--- src/verilog/odtx_cfg.svh ---
// timing, latency and reset constants for the async odt transition link
`ifndef ODTX_CFG_SVH
`define ODTX_CFG_SVH
`define ODTX_CLK_PS 40000
`define ODTX_TAONPD_MIN_PS 2000
`define ODTX_TAONPD_MAX_PS 8500
`define ODTX_TAOFPD_MIN_PS 2000
`define ODTX_TAOFPD_MAX_PS 8500
`define ODTX_CWL 5
`define ODTX_AL 0
`define ODTX_WL (`ODTX_AL + `ODTX_CWL)
`define ODTX_ODTL (`ODTX_WL - 2)
`define ODTX_TANPD (`ODTX_WL - 1)
`define ODTX_TCPDED_CK 1
`define ODTX_TRFC_CK 16
`define ODTX_TXPDLL_CK 10
`define ODTX_CK_HALF 4
`define ODTX_A12_RST 1'b0
`define ODTX_CNT_W 8
`endif

--- src/verilog/odtx_pkg.sv ---
// types and shared helpers for the async odt transition link
package odtx_pkg;
	typedef enum logic [1:0] {
		CMD_NOP = 2'h0,
		CMD_REF = 2'h1,
		CMD_MRS = 2'h2,
		CMD_RW = 2'h3
	} odtx_cmd_t;

	typedef enum logic [2:0] {
		ST_IDLE = 3'h0,
		ST_PRE_PD = 3'h1,
		ST_ENTRY_TR = 3'h3,
		ST_PD = 3'h2,
		ST_PRE_EXIT = 3'h6,
		ST_EXIT_TR = 3'h4
	} odtx_ctl_st_t;

	function automatic logic [7:0] odtx_max(input logic [7:0] a, input logic [7:0] b);
		odtx_max = (a > b) ? a : b;
	endfunction : odtx_max
endpackage : odtx_pkg

--- src/verilog/odtx_link_if.sv ---
// link between the memory controller end and the dram termination end
`timescale 1ns/10ps
interface odtx_link_if;
	logic ck;
	logic cke;
	logic odt;
	odtx_pkg::odtx_cmd_t cmd;
	logic a12;

	modport ctl (output ck, output cke, output odt, output cmd, output a12);
	modport dev (input ck, input cke, input odt, input cmd, input a12);
endinterface : odtx_link_if

--- src/verilog/odtx_dev_end.sv ---
// dram end: termination control with sync and async odt modes
`timescale 1ns/10ps
`include "odtx_cfg.svh"
module odtx_dev_end (
	input wire logic clk_sys,
	input wire logic rst,
	input wire logic ce,
	odtx_link_if.dev lnk,
	output logic rtt_on,
	output logic rtt_async,
	output logic trans_win,
	output logic pd_state,
	output logic dll_frozen
);
	localparam int ON_MIN_CYC = (`ODTX_TAONPD_MIN_PS + `ODTX_CLK_PS - 1) / `ODTX_CLK_PS;
	localparam int ON_MAX_RAW = `ODTX_TAONPD_MAX_PS / `ODTX_CLK_PS;
	localparam int ON_MAX_CYC = (ON_MAX_RAW < 1) ? 1 : ON_MAX_RAW;
	localparam int OFF_MIN_CYC = (`ODTX_TAOFPD_MIN_PS + `ODTX_CLK_PS - 1) / `ODTX_CLK_PS;
	localparam int OFF_MAX_RAW = `ODTX_TAOFPD_MAX_PS / `ODTX_CLK_PS;
	localparam int OFF_MAX_CYC = (OFF_MAX_RAW < 1) ? 1 : OFF_MAX_RAW;
	// the clock is far coarser than the window, so the least legal delay is used
	localparam int ON_CYC = (ON_MIN_CYC < 1) ? 1 : ON_MIN_CYC;
	localparam int OFF_CYC = (OFF_MIN_CYC < 1) ? 1 : OFF_MIN_CYC;
	localparam int ODTL = `ODTX_ODTL;
	localparam int B_CK = 5;
	localparam int B_CKE = 4;
	localparam int B_ODT = 3;

	logic [5:0] link_in;
	logic [5:0] sy1_q;
	logic [5:0] sy2_q;
	logic [5:0] sy3_q;
	logic [5:0] flt_q;
	logic ck_prev_q;
	logic ck_rise;
	logic cke_s;
	logic odt_s;
	odtx_pkg::odtx_cmd_t cmd_s;
	logic a12_s;
	logic cke_reg_q;
	logic a12_q;
	logic frz_q;
	logic pd_q;
	logic async_q;
	logic [ODTL-1:0] pipe_q;
	logic [`ODTX_CNT_W-1:0] rfc_q;
	logic [`ODTX_CNT_W-1:0] tr_cnt_q;
	logic tr_q;
	logic [`ODTX_CNT_W-1:0] acnt_q;
	logic rtt_q;
	logic pd_entry;
	logic pd_exit;

	assign link_in = {lnk.ck, lnk.cke, lnk.odt, lnk.cmd, lnk.a12};

	// three-stage sampling; a level is taken only once stages two and three agree
	always_ff @(posedge clk_sys) begin
		// cke idles high, so its stages start high and no false entry edge follows reset
		if (rst) begin
			sy1_q <= 6'h10;
			sy2_q <= 6'h10;
			sy3_q <= 6'h10;
			flt_q <= 6'h10;
		end else if (ce) begin
			sy1_q <= link_in;
			sy2_q <= sy1_q;
			sy3_q <= sy2_q;
			flt_q <= (flt_q & (sy2_q ^ sy3_q)) | (sy3_q & ~(sy2_q ^ sy3_q));
		end
	end

	assign cke_s = flt_q[B_CKE];
	assign odt_s = flt_q[B_ODT];
	assign cmd_s = odtx_pkg::odtx_cmd_t'(flt_q[2:1]);
	assign a12_s = flt_q[0];

	always_ff @(posedge clk_sys) begin
		if (rst) begin
			ck_prev_q <= 1'b0;
		end else if (ce) begin
			ck_prev_q <= flt_q[B_CK];
		end
	end

	assign ck_rise = flt_q[B_CK] & ~ck_prev_q;
	assign pd_entry = ck_rise & cke_reg_q & ~cke_s;
	assign pd_exit = ck_rise & ~cke_reg_q & cke_s;

	// cke as registered on the link clock, and the power-down state
	always_ff @(posedge clk_sys) begin
		if (rst) begin
			cke_reg_q <= 1'b1;
			pd_q <= 1'b0;
		end else if (ce && ck_rise) begin
			cke_reg_q <= cke_s;
			pd_q <= ~cke_s;
		end
	end

	// command receivers are off in power-down, so a mode register set there is dropped
	always_ff @(posedge clk_sys) begin
		if (rst) begin
			a12_q <= `ODTX_A12_RST;
			frz_q <= ~`ODTX_A12_RST;
		end else if (ce && ck_rise && cke_s && cke_reg_q && cmd_s == odtx_pkg::CMD_MRS) begin
			a12_q <= a12_s;
			frz_q <= ~a12_s;
		end
	end

	always_ff @(posedge clk_sys) begin
		if (rst) begin
			rfc_q <= '0;
		end else if (ce && ck_rise) begin
			if (cke_s && cke_reg_q && cmd_s == odtx_pkg::CMD_REF) begin
				rfc_q <= 8'(`ODTX_TRFC_CK);
			end else if (rfc_q != '0) begin
				rfc_q <= rfc_q - 8'h01;
			end
		end
	end

	// transition window: runs from the cke edge through its last counted clock
	always_ff @(posedge clk_sys) begin
		if (rst) begin
			tr_cnt_q <= '0;
			tr_q <= 1'b0;
		end else if (ce && ck_rise) begin
			if (pd_entry && !a12_q) begin
				tr_cnt_q <= odtx_pkg::odtx_max(tr_cnt_q,
					odtx_pkg::odtx_max(8'(`ODTX_TCPDED_CK), rfc_q));
				tr_q <= 1'b1;
			end else if (pd_exit && !a12_q) begin
				tr_cnt_q <= odtx_pkg::odtx_max(tr_cnt_q, 8'(`ODTX_TXPDLL_CK));
				tr_q <= 1'b1;
			end else if (tr_cnt_q != '0) begin
				tr_cnt_q <= tr_cnt_q - 8'h01;
				tr_q <= 1'b1;
			end else begin
				tr_q <= 1'b0;
			end
		end
	end

	// async timing only while powered down with the dll frozen
	always_ff @(posedge clk_sys) begin
		if (rst) begin
			async_q <= 1'b0;
		end else if (ce) begin
			async_q <= ~cke_reg_q & ~a12_q;
		end
	end

	// synchronous path: odt registered on each link clock, wl-2 stages deep
	always_ff @(posedge clk_sys) begin
		if (rst) begin
			pipe_q <= '0;
		end else if (ce && ck_rise) begin
			pipe_q <= {pipe_q[ODTL-2:0], odt_s};
		end
	end

	// async delay counter; odt level is watched only while async timing is on, in frozen power-down
	always_ff @(posedge clk_sys) begin
		if (rst) begin
			acnt_q <= '0;
		end else if (ce) begin
			if (!async_q || odt_s == rtt_q) begin
				acnt_q <= '0;
			end else begin
				acnt_q <= acnt_q + 8'h01;
			end
		end
	end

	// a change in flight at a mode switch lands within the merged window
	always_ff @(posedge clk_sys) begin
		if (rst) begin
			rtt_q <= 1'b0;
		end else if (ce) begin
			if (async_q) begin
				if (odt_s && !rtt_q && acnt_q >= 8'(ON_CYC - 1)) begin
					rtt_q <= 1'b1;
				end else if (!odt_s && rtt_q && acnt_q >= 8'(OFF_CYC - 1)) begin
					rtt_q <= 1'b0;
				end
			end else if (ck_rise) begin
				rtt_q <= pipe_q[ODTL-1];
			end
		end
	end

	assign rtt_on = rtt_q;
	assign rtt_async = async_q;
	assign trans_win = tr_q;
	assign pd_state = pd_q;
	assign dll_frozen = frz_q;
endmodule : odtx_dev_end

--- src/flat_wrapper.sv ---
// flat-port wrapper written by rule: the top's interface ports become plain ports
module odtx_dev_end_flat 
  (clk_sys, rst, ce, rtt_on, rtt_async, trans_win, pd_state, dll_frozen, lnk_ck, lnk_cke, lnk_odt, lnk_cmd, lnk_a12);
  odtx_link_if lnk_i ();
  input wire logic clk_sys;
  input wire logic rst;
  input wire logic ce;
  output logic rtt_on;
  output logic rtt_async;
  output logic trans_win;
  output logic pd_state;
  output logic dll_frozen;
  input wire logic [$bits(lnk_i.ck)-1:0] lnk_ck;
  input wire logic [$bits(lnk_i.cke)-1:0] lnk_cke;
  input wire logic [$bits(lnk_i.odt)-1:0] lnk_odt;
  input wire logic [$bits(lnk_i.cmd)-1:0] lnk_cmd;
  input wire logic [$bits(lnk_i.a12)-1:0] lnk_a12;
  assign lnk_i.ck = lnk_ck;
  assign lnk_i.cke = lnk_cke;
  assign lnk_i.odt = lnk_odt;
  assign lnk_i.cmd = lnk_cmd;
  assign lnk_i.a12 = lnk_a12;
  odtx_dev_end u_core (.clk_sys(clk_sys), .rst(rst), .ce(ce), .lnk(lnk_i), .rtt_on(rtt_on), .rtt_async(rtt_async), .trans_win(trans_win), .pd_state(pd_state), .dll_frozen(dll_frozen));
endmodule
--- config.mk ---
export PLATFORM = sky130hd
export DESIGN_NAME = odtx_dev_end_flat
export DESIGN_NICKNAME = d
export VERILOG_FILES = /design/src/verilog/odtx_pkg.sv /design/src/verilog/odtx_link_if.sv /design/src/verilog/odtx_dev_end.sv /design/src/flat_wrapper.sv
export VERILOG_INCLUDE_DIRS = /design/src /design/src/verilog
export SDC_FILE = /design/constraint.sdc
export NUM_CORES = 1
export LEC_CHECK = 0
export BUFFER_PORTS_ARGS = -buffer_cell sky130_fd_sc_hd__buf_2
export CORE_UTILIZATION = 55
export DETAILED_ROUTE_END_ITERATION = 12
export GPL_ROUTABILITY_DRIVEN = 1
export PLACE_DENSITY = 0.75
export SETUP_SLACK_MARGIN = 0.15
export SYNTH_ARGS = -nofsm -noshare
export SYNTH_HDL_FRONTEND = slang
export SYNTH_SLANG_ARGS = --single-unit
--- constraint.sdc ---
create_clock -name clk_sys -period 3.3 [get_ports clk_sys]
set_input_delay 0.165 -clock clk_sys [delete_from_list [all_inputs] [get_ports clk_sys]]
set_output_delay 0.165 -clock clk_sys [all_outputs]
set_load 0.01 [all_outputs]
# ---- Yosys cells after proc, flatten, opt, wreduce, memory -nomap -nowiden
# Index checks and enable logic that the tools add are counted.
dict set report totals {
  ff_bits 59
  latchBits 0
  ramBits 0
  romBits 0
  input_bits 9
  word_cells 86
  memories 0
}
dict set report op_classes {
  add_sub_neg 3
  mul 0
  n_div 0
  order_cmp 4
  n_eq_ne 6
  shifts 0
  n_mux 16
  n_bitwise 16
  n_reduce_logical 25
}
# cell count
set ops {}
lappend ops {{$mux 8} 9}
lappend ops {{$reduce_bool 8->1} 2}
lappend ops {{$sub 8x1->8 const B} 2}
lappend ops {{$and 6x6->6} 2}
lappend ops {{$logic_and 1x1->1} 12}
lappend ops {{$add 8x1->8 const B} 1}
lappend ops {{$ge 8x1->1 const B} 1}
lappend ops {{$gt 1x8->1 const A} 1}
lappend ops {{$gt 8x4->1 const B} 1}
lappend ops {{$gt 8x8->1} 1}
lappend ops {{$mux 1} 7}
lappend ops {{$and 1x1->1} 6}
lappend ops {{$not 6->6} 1}
lappend ops {{$or 6x6->6} 1}
lappend ops {{$xor 6x6->6} 1}
lappend ops {{$not 1->1} 5}
lappend ops {{$logic_not 1->1} 4}
lappend ops {{$reduce_and 4->1} 1}
lappend ops {{$reduce_bool 2->1} 2}
lappend ops {{$ne 3x2->1 const B} 1}
lappend ops {{$ne 3x3->1 const B} 1}
lappend ops {{$reduce_and 3->1} 1}
lappend ops {{$reduce_bool 3->1} 1}
lappend ops {{$eq 2x1->1 const B} 1}
lappend ops {{5 further kinds} 5}

# ---- Depth between registers and ports, before layout
# Gate-level depths: netlist (run 1).
dict set report logic_depth {
  word_depth 7
  depth_mapped 13
  ltp_nobuf 12
}

# ---- Worst setup path after synthesis (run 1)
# Ideal clock, no wire load.
dict set report synth_timing {
  kind {register to register}
  from {register u_core.rfc_q[0]}
  to {register u_core.tr_cnt_q[4]}
  setup_ns 0.117
  arrival_time_ns 2.501
  required_time_ns 3.183
  slack_ns 0.682
  path_stages_with_launch 13
  path_buffers 0
  synth_period_minus_slack_ns 2.618
  path_cell_list {dfxtp_1 > inv_1 > ha_1 > nor3b_1 > nand2_1 > nand2_1 > ha_1 > nor2b_1 > o211ai_1 > nand4_1 > a211oi_4 > o21ai_0 > a32o_1}
}
dict set report synth_between {
  elab_chain_cells 5
  elab_cells_between_ends 7
}
# item line_no
set synth_lines {}
lappend synth_lines {{from (decl)} odtx_dev_end.sv:46} ;# logic [`ODTX_CNT_W-1:0] rfc_q;
lappend synth_lines {{from (signal assigned)} odtx_dev_end.sv:116} ;# rfc_q <= 8'(`ODTX_TRFC_CK);
lappend synth_lines {{from (signal assigned)} odtx_dev_end.sv:118} ;# rfc_q <= rfc_q - 8'h01;
lappend synth_lines {{$gt 1x8->1} odtx_pkg.sv:20} ;# odtx_max = (a > b) ? a : b;
lappend synth_lines {{$mux 8 *} odtx_pkg.sv:20}
lappend synth_lines {{$gt 8x8->1} odtx_pkg.sv:20}
lappend synth_lines {{$ne 2x2->1 (no line)} --}
lappend synth_lines {{$reduce_and 4->1 (no line)} --}
lappend synth_lines {{to (signal assigned)} odtx_dev_end.sv:130} ;# tr_cnt_q <= odtx_pkg::odtx_max(tr_cnt_q,
lappend synth_lines {{to (signal assigned)} odtx_dev_end.sv:134} ;# tr_cnt_q <= odtx_pkg::odtx_max(tr_cnt_q, 8'(`ODTX_TXPDLL_CK));
lappend synth_lines {{to (signal assigned)} odtx_dev_end.sv:137} ;# tr_cnt_q <= tr_cnt_q - 8'h01;
lappend synth_lines {{to (decl)} odtx_dev_end.sv:47} ;# logic [`ODTX_CNT_W-1:0] tr_cnt_q;
# Mark *: on every way between the ends. The rest lies on a longest branch, timed or not. The select of a mux whose other input is x is not followed.
# A chain may end at the register's enable or synchronous reset.

# ---- Worst setup path in the final report (run 1)
dict set report layout_timing {
  from {register u_core.rfc_q[0]}
  to {register u_core.tr_cnt_q[1]}
}
# Same word-level chain as after synthesis.

==> metrics, run 1 <==
status finished, final reports clean; DP Worst Slack 350 ps; first-pass GRT wire length 8.79 mm; post-synth top area cell dfxtp_1; crit start category flop; clk buf depth 2; share of cells above drive strength 1 0.132; routed len/inst 14.2 um; final hold slack 84.0 ps; PortBufs 13; die width 69.7 um; Achievable Freq 0.351 GHz; Root Buffer clkbuf_8; Yosys top cell area share 0.406; final clock skew 2.94 ps; final net count 324; htree depth 2; Worst Path Required 3500 ps; antenna violations before repair 0; WS Path Type flop to flop; drt drc 0; syn_nets ~310; FF-to-FF End u_core.tr_cnt_q[1]$_SDFFE_PP0P_; vias per cell 5.79; Core Box Area about 4400 sq um; GRT Util Overall 0.226; hold_sp lnk_cke; Synth cell types 45; setup slack, reg-to-reg 450 ps; via count 2,061; row cnt 24; sequential area share after synthesis 0.406; Worst-path clk slew roughly 90 ps; die footprint 4850 sq um; worst hold endpoint u_core.sy1_q[4]$_SDFFE_PP1P_; reg-to-reg startpoint u_core.rfc_q[0]$_SDFFE_PP0P_; final std cells w/o fill 356; leakage power 1.08 nW; crit-path max FO 12; Final Max Slew Viols 0; fillers roughly 390; Synth Warn # 0; hold path depth 3; CTS Buf Count 5; CTS sink count 51; Worst Slack Setup Final around 450 ps; Starting Density 0.574; CP arrival 3050 ps; setup TNS 0 ps; Max-slew headroom 0.637; reg2reg path depth 13; unrepaired setup endpoints after global routing no; final core utilization 0.621; I/O Pins 14; 1st-pass router iterations 4; synthesized flop and latch total 51; layout overhead on the synthesized area 8.10%; Routed WL 5.06 mm; Placer Congestion 0.922; hpwl dp 3.61 mm; die height 69.7 um; total power about 1.1 mW; Slew @ Worst Pin 544 ps; CTS tree built; Crit. End Element flop; top cells by area, synth dfxtp_1 (41%), mux2i_1 (6.4%), ha_1 (6.0%); Finish-stage setup viols 0; grt total ovfl 0; vias in the first global route just under 2,000; Design Area, Final 2720 sq um; Final min period 2850 ps; Routed Antenna Nets 0; largest net degree at the start of global routing 26; pwr/cell area 386 nW/um^2; post-CTS setup buffer count 0; diode count 0; Peak VDD IR approximately 350 uV; worst skew pair latency 310 ps; final period utilization 0.863; register area roughly 1000 sq um; HP Class input pin to flop; MaxCap Viol Count 0; Mapped Cells 292; area occupied by multi-input gates 1380 sq um; Hold Vio Cnt, Final 0; DR iter-0 viols approximately 140; syn avg cell area roughly 8.6 sq um; dpl cell area 2620 sq um; Syn Std Cell Area 2520 sq um; dpl cells 348
cell usage after synthesis:
library cell  instances
o21ai_0              21
nand2_1              25
nor3b_4               1
a211oi_1              2
nor2b_1               4
mux2i_1              16
a22oi_1               7
a211oi_2              5
a32oi_1               2
nor3_1                4
o31ai_1               1
nor2_1               38
a31oi_1               3
a211oi_4              1
nand4_1               4
or4_1                 1
buf_6                 1
a21o_2                1
o2111ai_1             1
o211ai_1              1
and3_2                1
buf_1                 2
nand2b_1              1
clkbuf_1              7
xor2_1                4
nand3b_1              2
nor3b_1               3
inv_1                17
nand3_1               4
nand4b_1              2
nor4_1                3
dfxtp_1              51
o211ai_2              1
xnor2_1               3
and4b_1               1
a211o_1               1
and2_1                5
o21ai_2               1
a32o_1                1
buf_2                 3
ha_1                 12
and2_4                1
nor4_2                1
a21oi_1              25
a31o_2                1
final cells by class:
class                           count  share of cell area
Inverter                           17              0.0234
Clock buffer                        6              0.0303
Clock inverter                      2             0.00598
Multi-Input combinational cell    211               0.506
Tap cell                           52              0.0239
Timing Repair Buffer               17              0.0349
Sequential cell                    51               0.375
critical path, stage by stage, from the launching register on:
cell and delay, ps:
dfxtp_1 310, inv_1 120, ha_1 230, nor3b_2 310
nand2_1 150, nand2_1 120, ha_1 240, nor2b_1 130
o211ai_1 170, nand4_1 180, a211oi_4 260, buf_4 250
mux2i_1 220, nor2_1 50
worst max-delay path by stage:
stage | startpoint | endpoint | slack [ps] | depth (start not counted)
after floorplan | u_core.rfc_q[0]$_SDFFE_PP0P_ | u_core.tr_cnt_q[4]$_SDFFE_PP0P_ | 680 | 12
after global placement | u_core.rfc_q[0]$_SDFFE_PP0P_ | u_core.tr_cnt_q[3]$_SDFFE_PP0P_ | 510 | 13
after detailed placement | u_core.rfc_q[0]$_SDFFE_PP0P_ | u_core.tr_cnt_q[1]$_SDFFE_PP0P_ | 350 | 13
after CTS | u_core.rfc_q[0]$_SDFFE_PP0P_ | u_core.tr_cnt_q[1]$_SDFFE_PP0P_ | 320 | 13
after global routing | u_core.rfc_q[0]$_SDFFE_PP0P_ | u_core.tr_cnt_q[3]$_SDFFE_PP0P_ | 280 | 13
final | u_core.rfc_q[0]$_SDFFE_PP0P_ | u_core.tr_cnt_q[1]$_SDFFE_PP0P_ | 450 | 13
power by group:
part | internal (mW) | leakage, nW | switching, mW
Combinational | 0.0148 | 0.623 | 0.0253
Sequential | 0.624 | 0.413 | 0.00503
Clock | 0.171 | 0.0474 | 0.211
cell usage in the layout, fill, tap and decap left out, drive strengths merged, types with 2 or more instances in the layout:
cell and n:
dfxtp 51, nor2 38, nand2 25, a21oi 25
o21ai 22, inv 17, buf 17, mux2i 16
ha 12, a211oi 8, a22oi 7, clkbuf 6
and2 6, nor3 4, nand4 4, nand3 4
nor2b 4, xor2 4, nor4 4, nor3b 4
a31oi 3, xnor2 3, nand3b 2, nand4b 2
a32oi 2, o211ai 2
kinds of logic after synthesis:
group,after synthesis,synth area share
AOI/OAI and AO/OA,75,0.198
muxes,16,0.0636
buffers and inverters,30,0.0492
and+or+nand+nor,101,0.200
adders and majority gates,12,0.0596
DFF,51,0.406
xor gates and xnor gates,7,0.0244
routing by layer:
layer,track usage,up-vias,share of wire
li1,-,1049,-
met1,0.277,977,0.46
met2,0.392,33,0.50
met3,0.0610,2,0.033
met4,0.0556,0,0.0049
met5,0,-,0
repair_timing:
item	in CTS	in global routing
hold buffers	0	0
endpoints found under the setup margin	0	6
resized for setup	0	1
Power figures use the tool's default switching activity.
==> inputs of run 2 (changes only) <==
CELL_PAD_IN_SITES_DETAIL_PLACEMENT = 1   (was not set)
CELL_PAD_IN_SITES_GLOBAL_PLACEMENT = 2   (was not set)
CORE_UTILIZATION = 37   (was 55)
GPL_TIMING_DRIVEN = 0   (was not set)
PLACE_DENSITY = 0.8   (was 0.75)
==> metrics, run 2 (synthesis gave the netlist of run 1 again) <==
status finished, final reports clean (unchanged); CP max stage cell a211oi_4 (was dfxtp_1); Post-CTS Hold Fix Bufs 0 (unchanged); DR iter-0 viols 83 (was 142); Core Box Area 6460 sq um (was 4380 sq um); row cnt 29 (was 24); Finish-stage setup viols 0 (unchanged); Crit. End Element flop (unchanged); Routed WL 6.38 mm (was 5.06 mm); vias in the first global route 2,197 (was 1,945); antenna violations before repair 0 (unchanged); CTS sink count 51 (unchanged); largest net degree at the start of global routing 16 (was 26); die footprint 7140 sq um (was 4850 sq um); share of cells above drive strength 1 0.133 (was 0.132); drt drc 0 (unchanged); unrepaired setup endpoints after global routing no (unchanged); Hold Vio Cnt, Final 0 (unchanged); Worst Path Required 3530 ps (was 3500 ps); routed len/inst 16.3 um (was 14.2 um); die width 84.5 um (was 69.7 um); grt met2 use 0.337 (was 0.392); reg-to-reg startpoint u_core.rfc_q[0]$_SDFFE_PP0P_ (unchanged); final net count 335 (was 324); pwr/cell area 380 nW/um^2 (was 386 nW/um^2); clk buf depth 2 (unchanged); I/O Pins 14 (unchanged); crit-path max FO 10 (was 12); Routed Antenna Nets 0 (unchanged); Worst-path clk slew 90 ps (about the same); worst hold endpoint u_core.sy1_q[4]$_SDFFE_PP1P_ (unchanged); Peak VDD IR 176 uV (was 353 uV); worst skew pair latency 310 ps (about the same); crit start category flop (unchanged); M1 GR Usage 0.243 (was 0.277); commonest non-fill, non-tap cell in the layout dfxtp_1 (unchanged); final clock skew 10.4 ps (was 2.94 ps); final core utilization 0.434 (was 0.621); 1st-pass router iterations 4 (unchanged); Max-slew headroom 0.506 (was 0.637); crit-path cells inv_1, ha_1, nor3b_2, nand2_1, nand2_1, ha_1, nor2b_1, o211ai_1, nand4_1, a211oi_4, buf_6, nor2_1, a211oi_2 (was inv_1, ha_1, nor3b_2, nand2_1, nand2_1, ha_1, nor2b_1, o211ai_1, nand4_1, a211oi_4, buf_4, mux2i_1, nor2_1); setup TNS 0 ps (unchanged); Final Max Slew Viols 0 (unchanged); hold path depth 3 (unchanged); Final min period 2920 ps (was 2850 ps); first-pass GRT wire length 10.7 mm (was 8.79 mm); die height 84.5 um (was 69.7 um); CP arrival 3140 ps (was 3050 ps); final hold slack 75.3 ps (was 84.0 ps); layout overhead on the synthesized area 11.3% (was 8.10%); reg2reg path depth 13 (unchanged); grt total ovfl 0 (unchanged); diode count 0 (unchanged); GRT Util Overall 0.191 (was 0.226); setup slack, reg-to-reg 380 ps (was 450 ps); leakage power 1.10 nW (was 1.08 nW); max incr delay on CP 360 ps (was 310 ps); fillers 779 (was 389); HP Class input pin to flop (unchanged); WS Path Type flop to flop (unchanged); Root Buffer clkbuf_8 (unchanged); commonest non-fill, non-tap cells in the layout dfxtp_1 (51), nor2_1 (38), nand2_1 (25), a21oi_1 (25), o21ai_0 (21) (unchanged); via count 2,116 (was 2,061); final period utilization 0.884 (was 0.863); Placer Congestion 0.766 (was 0.922); PortBufs 12 (was 13); vias per cell 5.40 (was 5.79); htree depth 2 (unchanged); met3 Usage GRT 0.0295 (was 0.0610); CTS Buf Count 5 (unchanged); FF-to-FF End u_core.tr_cnt_q[6]$_SDFFE_PP0P_ (was u_core.tr_cnt_q[1]$_SDFFE_PP0P_); CTS tree built (unchanged); grt peak-use layer met2 (unchanged); hpwl dp 4.71 mm (was 3.61 mm); Achievable Freq 0.343 GHz (was 0.351 GHz); Slew @ Worst Pin 740 ps (was 544 ps); Starting Density 0.390 (was 0.574); MaxCap Viol Count 0 (unchanged); hold_sp lnk_cke (unchanged)
[run 2: area by class of cell]
class / count / area, sq um / area share
flip-flops and latches: 51 / 1020 / 0.364
clock inverters: 1 / 8.76 / 0.00312
plain buffers: 13 / 60.1 / 0.0214
repair buffers: 15 / 82.6 / 0.0295
clock buffers: 7 / 86.3 / 0.0308
inverters: 17 / 63.8 / 0.0228
multi-input cells: 211 / 1380 / 0.494
well taps: 77 / 96.3 / 0.0344
[run 2: worst max-delay path by stage]
| stage | start | endpoint | slack (ps) |
|---|---|---|---|
| after floorplan | u_core.rfc_q[0]$_SDFFE_PP0P_ | u_core.tr_cnt_q[4]$_SDFFE_PP0P_ | 680 |
| after global placement | u_core.rfc_q[0]$_SDFFE_PP0P_ | u_core.tr_cnt_q[4]$_SDFFE_PP0P_ | 250 |
| after detailed placement | u_core.rfc_q[0]$_SDFFE_PP0P_ | u_core.tr_cnt_q[6]$_SDFFE_PP0P_ | 190 |
| after CTS | u_core.rfc_q[4]$_SDFFE_PP0P_ | u_core.tr_cnt_q[6]$_SDFFE_PP0P_ | 280 |
| after global routing | u_core.rfc_q[0]$_SDFFE_PP0P_ | u_core.tr_cnt_q[5]$_SDFFE_PP0P_ | 150 |
| final | u_core.rfc_q[0]$_SDFFE_PP0P_ | u_core.tr_cnt_q[6]$_SDFFE_PP0P_ | 380 |
[run 2: through the flow]
| step | power (mW) | instances | setup slack, ps | instance area (sq um) |
|---|---|---|---|---|
| after global placement | 0.689 | 381 | 248 | 2670 |
| after CTS | 1.07 | 389 | 283 | 2770 |
| after global routing | 1.10 | 392 | 148 | 2800 |
| final | 1.07 | 392 | 384 | 2800 |
| after detailed placement | 0.690 | 381 | 185 | 2670 |
| after floorplan | 0.671 | 292 | 682 | 2520 |
[run 2: what timing repair did]
action,4_1_cts,5_1_grt
gates resized for setup,1,1
endpoints found under the setup margin,1,5
pin swaps,0,1
buffers inserted,0,3
[run 2: layer usage]
metal | vias to the layer above | share of wire
met5 | - | 0
met4 | 0 | 0.0074
met3 | 4 | 0.020
met2 | 20 | 0.49
met1 | 1020 | 0.48
li1 | 1072 | -
[run 2: critical path, delay by kind of cell (launching register included)]
kind                     cells  cell delay (ps)
buffers and inverters        2              320
AND/OR/NAND/NOR              6              970
AO/OA/AOI/OAI                3              710
adder cells (fa/ha/maj)      2              510
flip-flops                   1              310
[run 2: power by group]
part / internal [mW] / total (mW) / leakage (nW) / switching (mW)
sequential: 0.624 / 0.629 / 0.413 / 0.00523
combinational: 0.0157 / 0.0452 / 0.642 / 0.0295
clock: 0.173 / 0.392 / 0.0484 / 0.219
==> inputs of run 3 (changes only) <==
CORE_UTILIZATION = 39   (was 37)
CTS_BUF_LIST = sky130_fd_sc_hd__clkbuf_2   (was not set)
PLACE_DENSITY = 0.84   (was 0.8)
==> metrics, run 3 (synthesis gave the netlist of run 1 again) <==
status finished, final reports clean (unchanged); row cnt 28 (was 29); CP arrival 3310 ps (was 3140 ps); area occupied by multi-input gates 1380 sq um (about the same); grt total ovfl 0 (unchanged); final hold slack 190 ps (was 75.3 ps); drt drc 0 (unchanged); die footprint 6780 sq um (was 7140 sq um); Routed WL 6.19 mm (was 6.38 mm); commonest non-fill, non-tap cells in the layout dfxtp_1 (51), nor2_1 (38), nand2_1 (25), a21oi_1 (25), o21ai_0 (21) (unchanged); FF-to-FF End u_core.tr_cnt_q[5]$_SDFFE_PP0P_ (was u_core.tr_cnt_q[6]$_SDFFE_PP0P_); CTS tree built (unchanged); via count 2,156 (was 2,116); Starting Density 0.415 (was 0.390); commonest non-fill, non-tap cell in the layout dfxtp_1 (unchanged); Crit. End Element flop (unchanged); reg2reg path depth 11 (was 13); CTS sink count 51 (unchanged); pwr/cell area 341 nW/um^2 (was 380 nW/um^2); unrepaired setup endpoints after global routing no (unchanged); Core Box Area 6060 sq um (was 6460 sq um); crit-path cells nor4_1, nand2_1, nand2_1, ha_1, nor2b_1, o211ai_1, nand4_1, a211oi_4, buf_6, nor2_1, a211oi_2 (was inv_1, ha_1, nor3b_2, nand2_1, nand2_1, ha_1, nor2b_1, o211ai_1, nand4_1, a211oi_4, buf_6, nor2_1, a211oi_2); Max-slew headroom 0.524 (was 0.506); vias per cell 5.44 (was 5.40); GRT Util Overall 0.201 (was 0.191); final period utilization 0.889 (was 0.884); MaxCap Viol Count 0 (unchanged); I/O Pins 14 (unchanged); Hold Vio Cnt, Final 0 (unchanged); routed len/inst 15.6 um (was 16.3 um); Finish-stage setup viols 0 (unchanged); clk buf depth 2 (unchanged); crit-path max FO 10 (unchanged); largest net degree at the start of global routing 17 (was 16); first-pass GRT wire length 10.1 mm (was 10.7 mm); CTS Buf Count 5 (unchanged); worst skew pair latency 440 ps (was 310 ps); fillers 723 (was 779); setup TNS 0 ps (unchanged); die width 82.3 um (was 84.5 um); DR iter-0 viols 82 (was 83); hold_sp rst (was lnk_cke); vias in the first global route 2,109 (was 2,197); final core utilization 0.463 (was 0.434); Peak VDD IR 246 uV (was 176 uV); Root Buffer clkbuf_2 (was clkbuf_8); htree depth 2 (unchanged); CP most frequent cell nand2_1; max incr delay on CP 570 ps (was 360 ps); crit start category flop (unchanged); leakage power 1.11 nW (was 1.10 nW); reg-to-reg startpoint u_core.rfc_q[4]$_SDFFE_PP0P_ (was u_core.rfc_q[0]$_SDFFE_PP0P_); final clock skew 9.88 ps (was 10.4 ps); final net count 341 (was 335); 1st-pass router iterations 4 (unchanged); share of cells above drive strength 1 0.128 (was 0.133); antenna violations before repair 0 (unchanged); hpwl dp 4.51 mm (was 4.71 mm); diode count 0 (unchanged); CP max stage cell nor4_1 (was a211oi_4); hold path depth 2 (was 3); Achievable Freq 0.341 GHz (was 0.343 GHz); WS Path Type flop to flop (unchanged); Worst-path clk slew 270 ps (was 90 ps); HP Class input pin to flop (unchanged); layout overhead on the synthesized area 11.5% (was 11.3%); Slew @ Worst Pin 714 ps (was 740 ps); Final Max Slew Viols 0 (unchanged); Final min period 2930 ps (was 2920 ps); worst hold endpoint u_core.tr_cnt_q[7]$_SDFFE_PP0P_ (was u_core.sy1_q[4]$_SDFFE_PP1P_); setup slack, reg-to-reg 370 ps (was 380 ps); PortBufs 12 (unchanged); die height 82.3 um (was 84.5 um); register area 1020 sq um (unchanged); Worst Path Required 3680 ps (was 3530 ps); Routed Antenna Nets 0 (unchanged); Placer Congestion 0.775 (was 0.766)
## run 3: how the worst max path moves through the flow
stage	to	slack, ps	cells after the start	startpoint
after global placement	u_core.tr_cnt_q[4]$_SDFFE_PP0P_	220	12	u_core.rfc_q[0]$_SDFFE_PP0P_
after detailed placement	u_core.tr_cnt_q[5]$_SDFFE_PP0P_	210	13	u_core.rfc_q[0]$_SDFFE_PP0P_
final	u_core.tr_cnt_q[5]$_SDFFE_PP0P_	370	11	u_core.rfc_q[4]$_SDFFE_PP0P_
after global routing	u_core.tr_cnt_q[5]$_SDFFE_PP0P_	150	13	u_core.rfc_q[0]$_SDFFE_PP0P_
after CTS	u_core.tr_cnt_q[5]$_SDFFE_PP0P_	160	13	u_core.rfc_q[0]$_SDFFE_PP0P_
after floorplan	u_core.tr_cnt_q[4]$_SDFFE_PP0P_	680	12	u_core.rfc_q[0]$_SDFFE_PP0P_
## run 3: power breakdown
part / leakage, nW / internal, mW / switching, mW
Combinational: 0.664 / 0.0211 / 0.0303
Clock: 0.0296 / 0.0583 / 0.216
Sequential: 0.413 / 0.627 / 0.00513
Total: 1.11 / 0.707 / 0.251
## run 3: area by class of cell
type / count / area share
clock inverters: 2 / 0.00579
flip-flops and latches: 51 / 0.364
clock buffers: 6 / 0.0107
plain buffers: 13 / 0.0214
repair buffers: 21 / 0.0517
multi-input cells: 211 / 0.491
well taps: 75 / 0.0334
inverters: 17 / 0.0227
## run 3: worst max-delay path: cells and delay by family, from the launching register on
kind	cells	cell delay, ps
buf+inv	1	190
simple gates	6	1270
flops	1	440
compound gates	3	720
fa+ha+maj	1	260
## run 3: through the flow
step / setup slack, ps / instance area (sq um) / cells / total power, mW
after floorplan: 682 / 2520 / 292 / 0.671
after global placement: 222 / 2670 / 379 / 0.688
after detailed placement: 210 / 2670 / 379 / 0.689
after CTS: 161 / 2790 / 394 / 0.973
after global routing: 145 / 2810 / 396 / 1.00
final: 367 / 2810 / 396 / 0.958
## run 3: metal layers
metal	vias up	GRT usage	routed length, um
li1	1085	-	-
met1	1049	0.241	2990
met2	15	0.360	3030
met3	7	0.0352	92
met4	0	0.0614	81
met5	-	0	0
## run 3: timing repair
item	in CTS	in global routing
hold endpoints to repair	7	0
hold buffers	7	0
buffers inserted	0	2
endpoints found under the setup margin	0	8
gates resized for setup	0	1
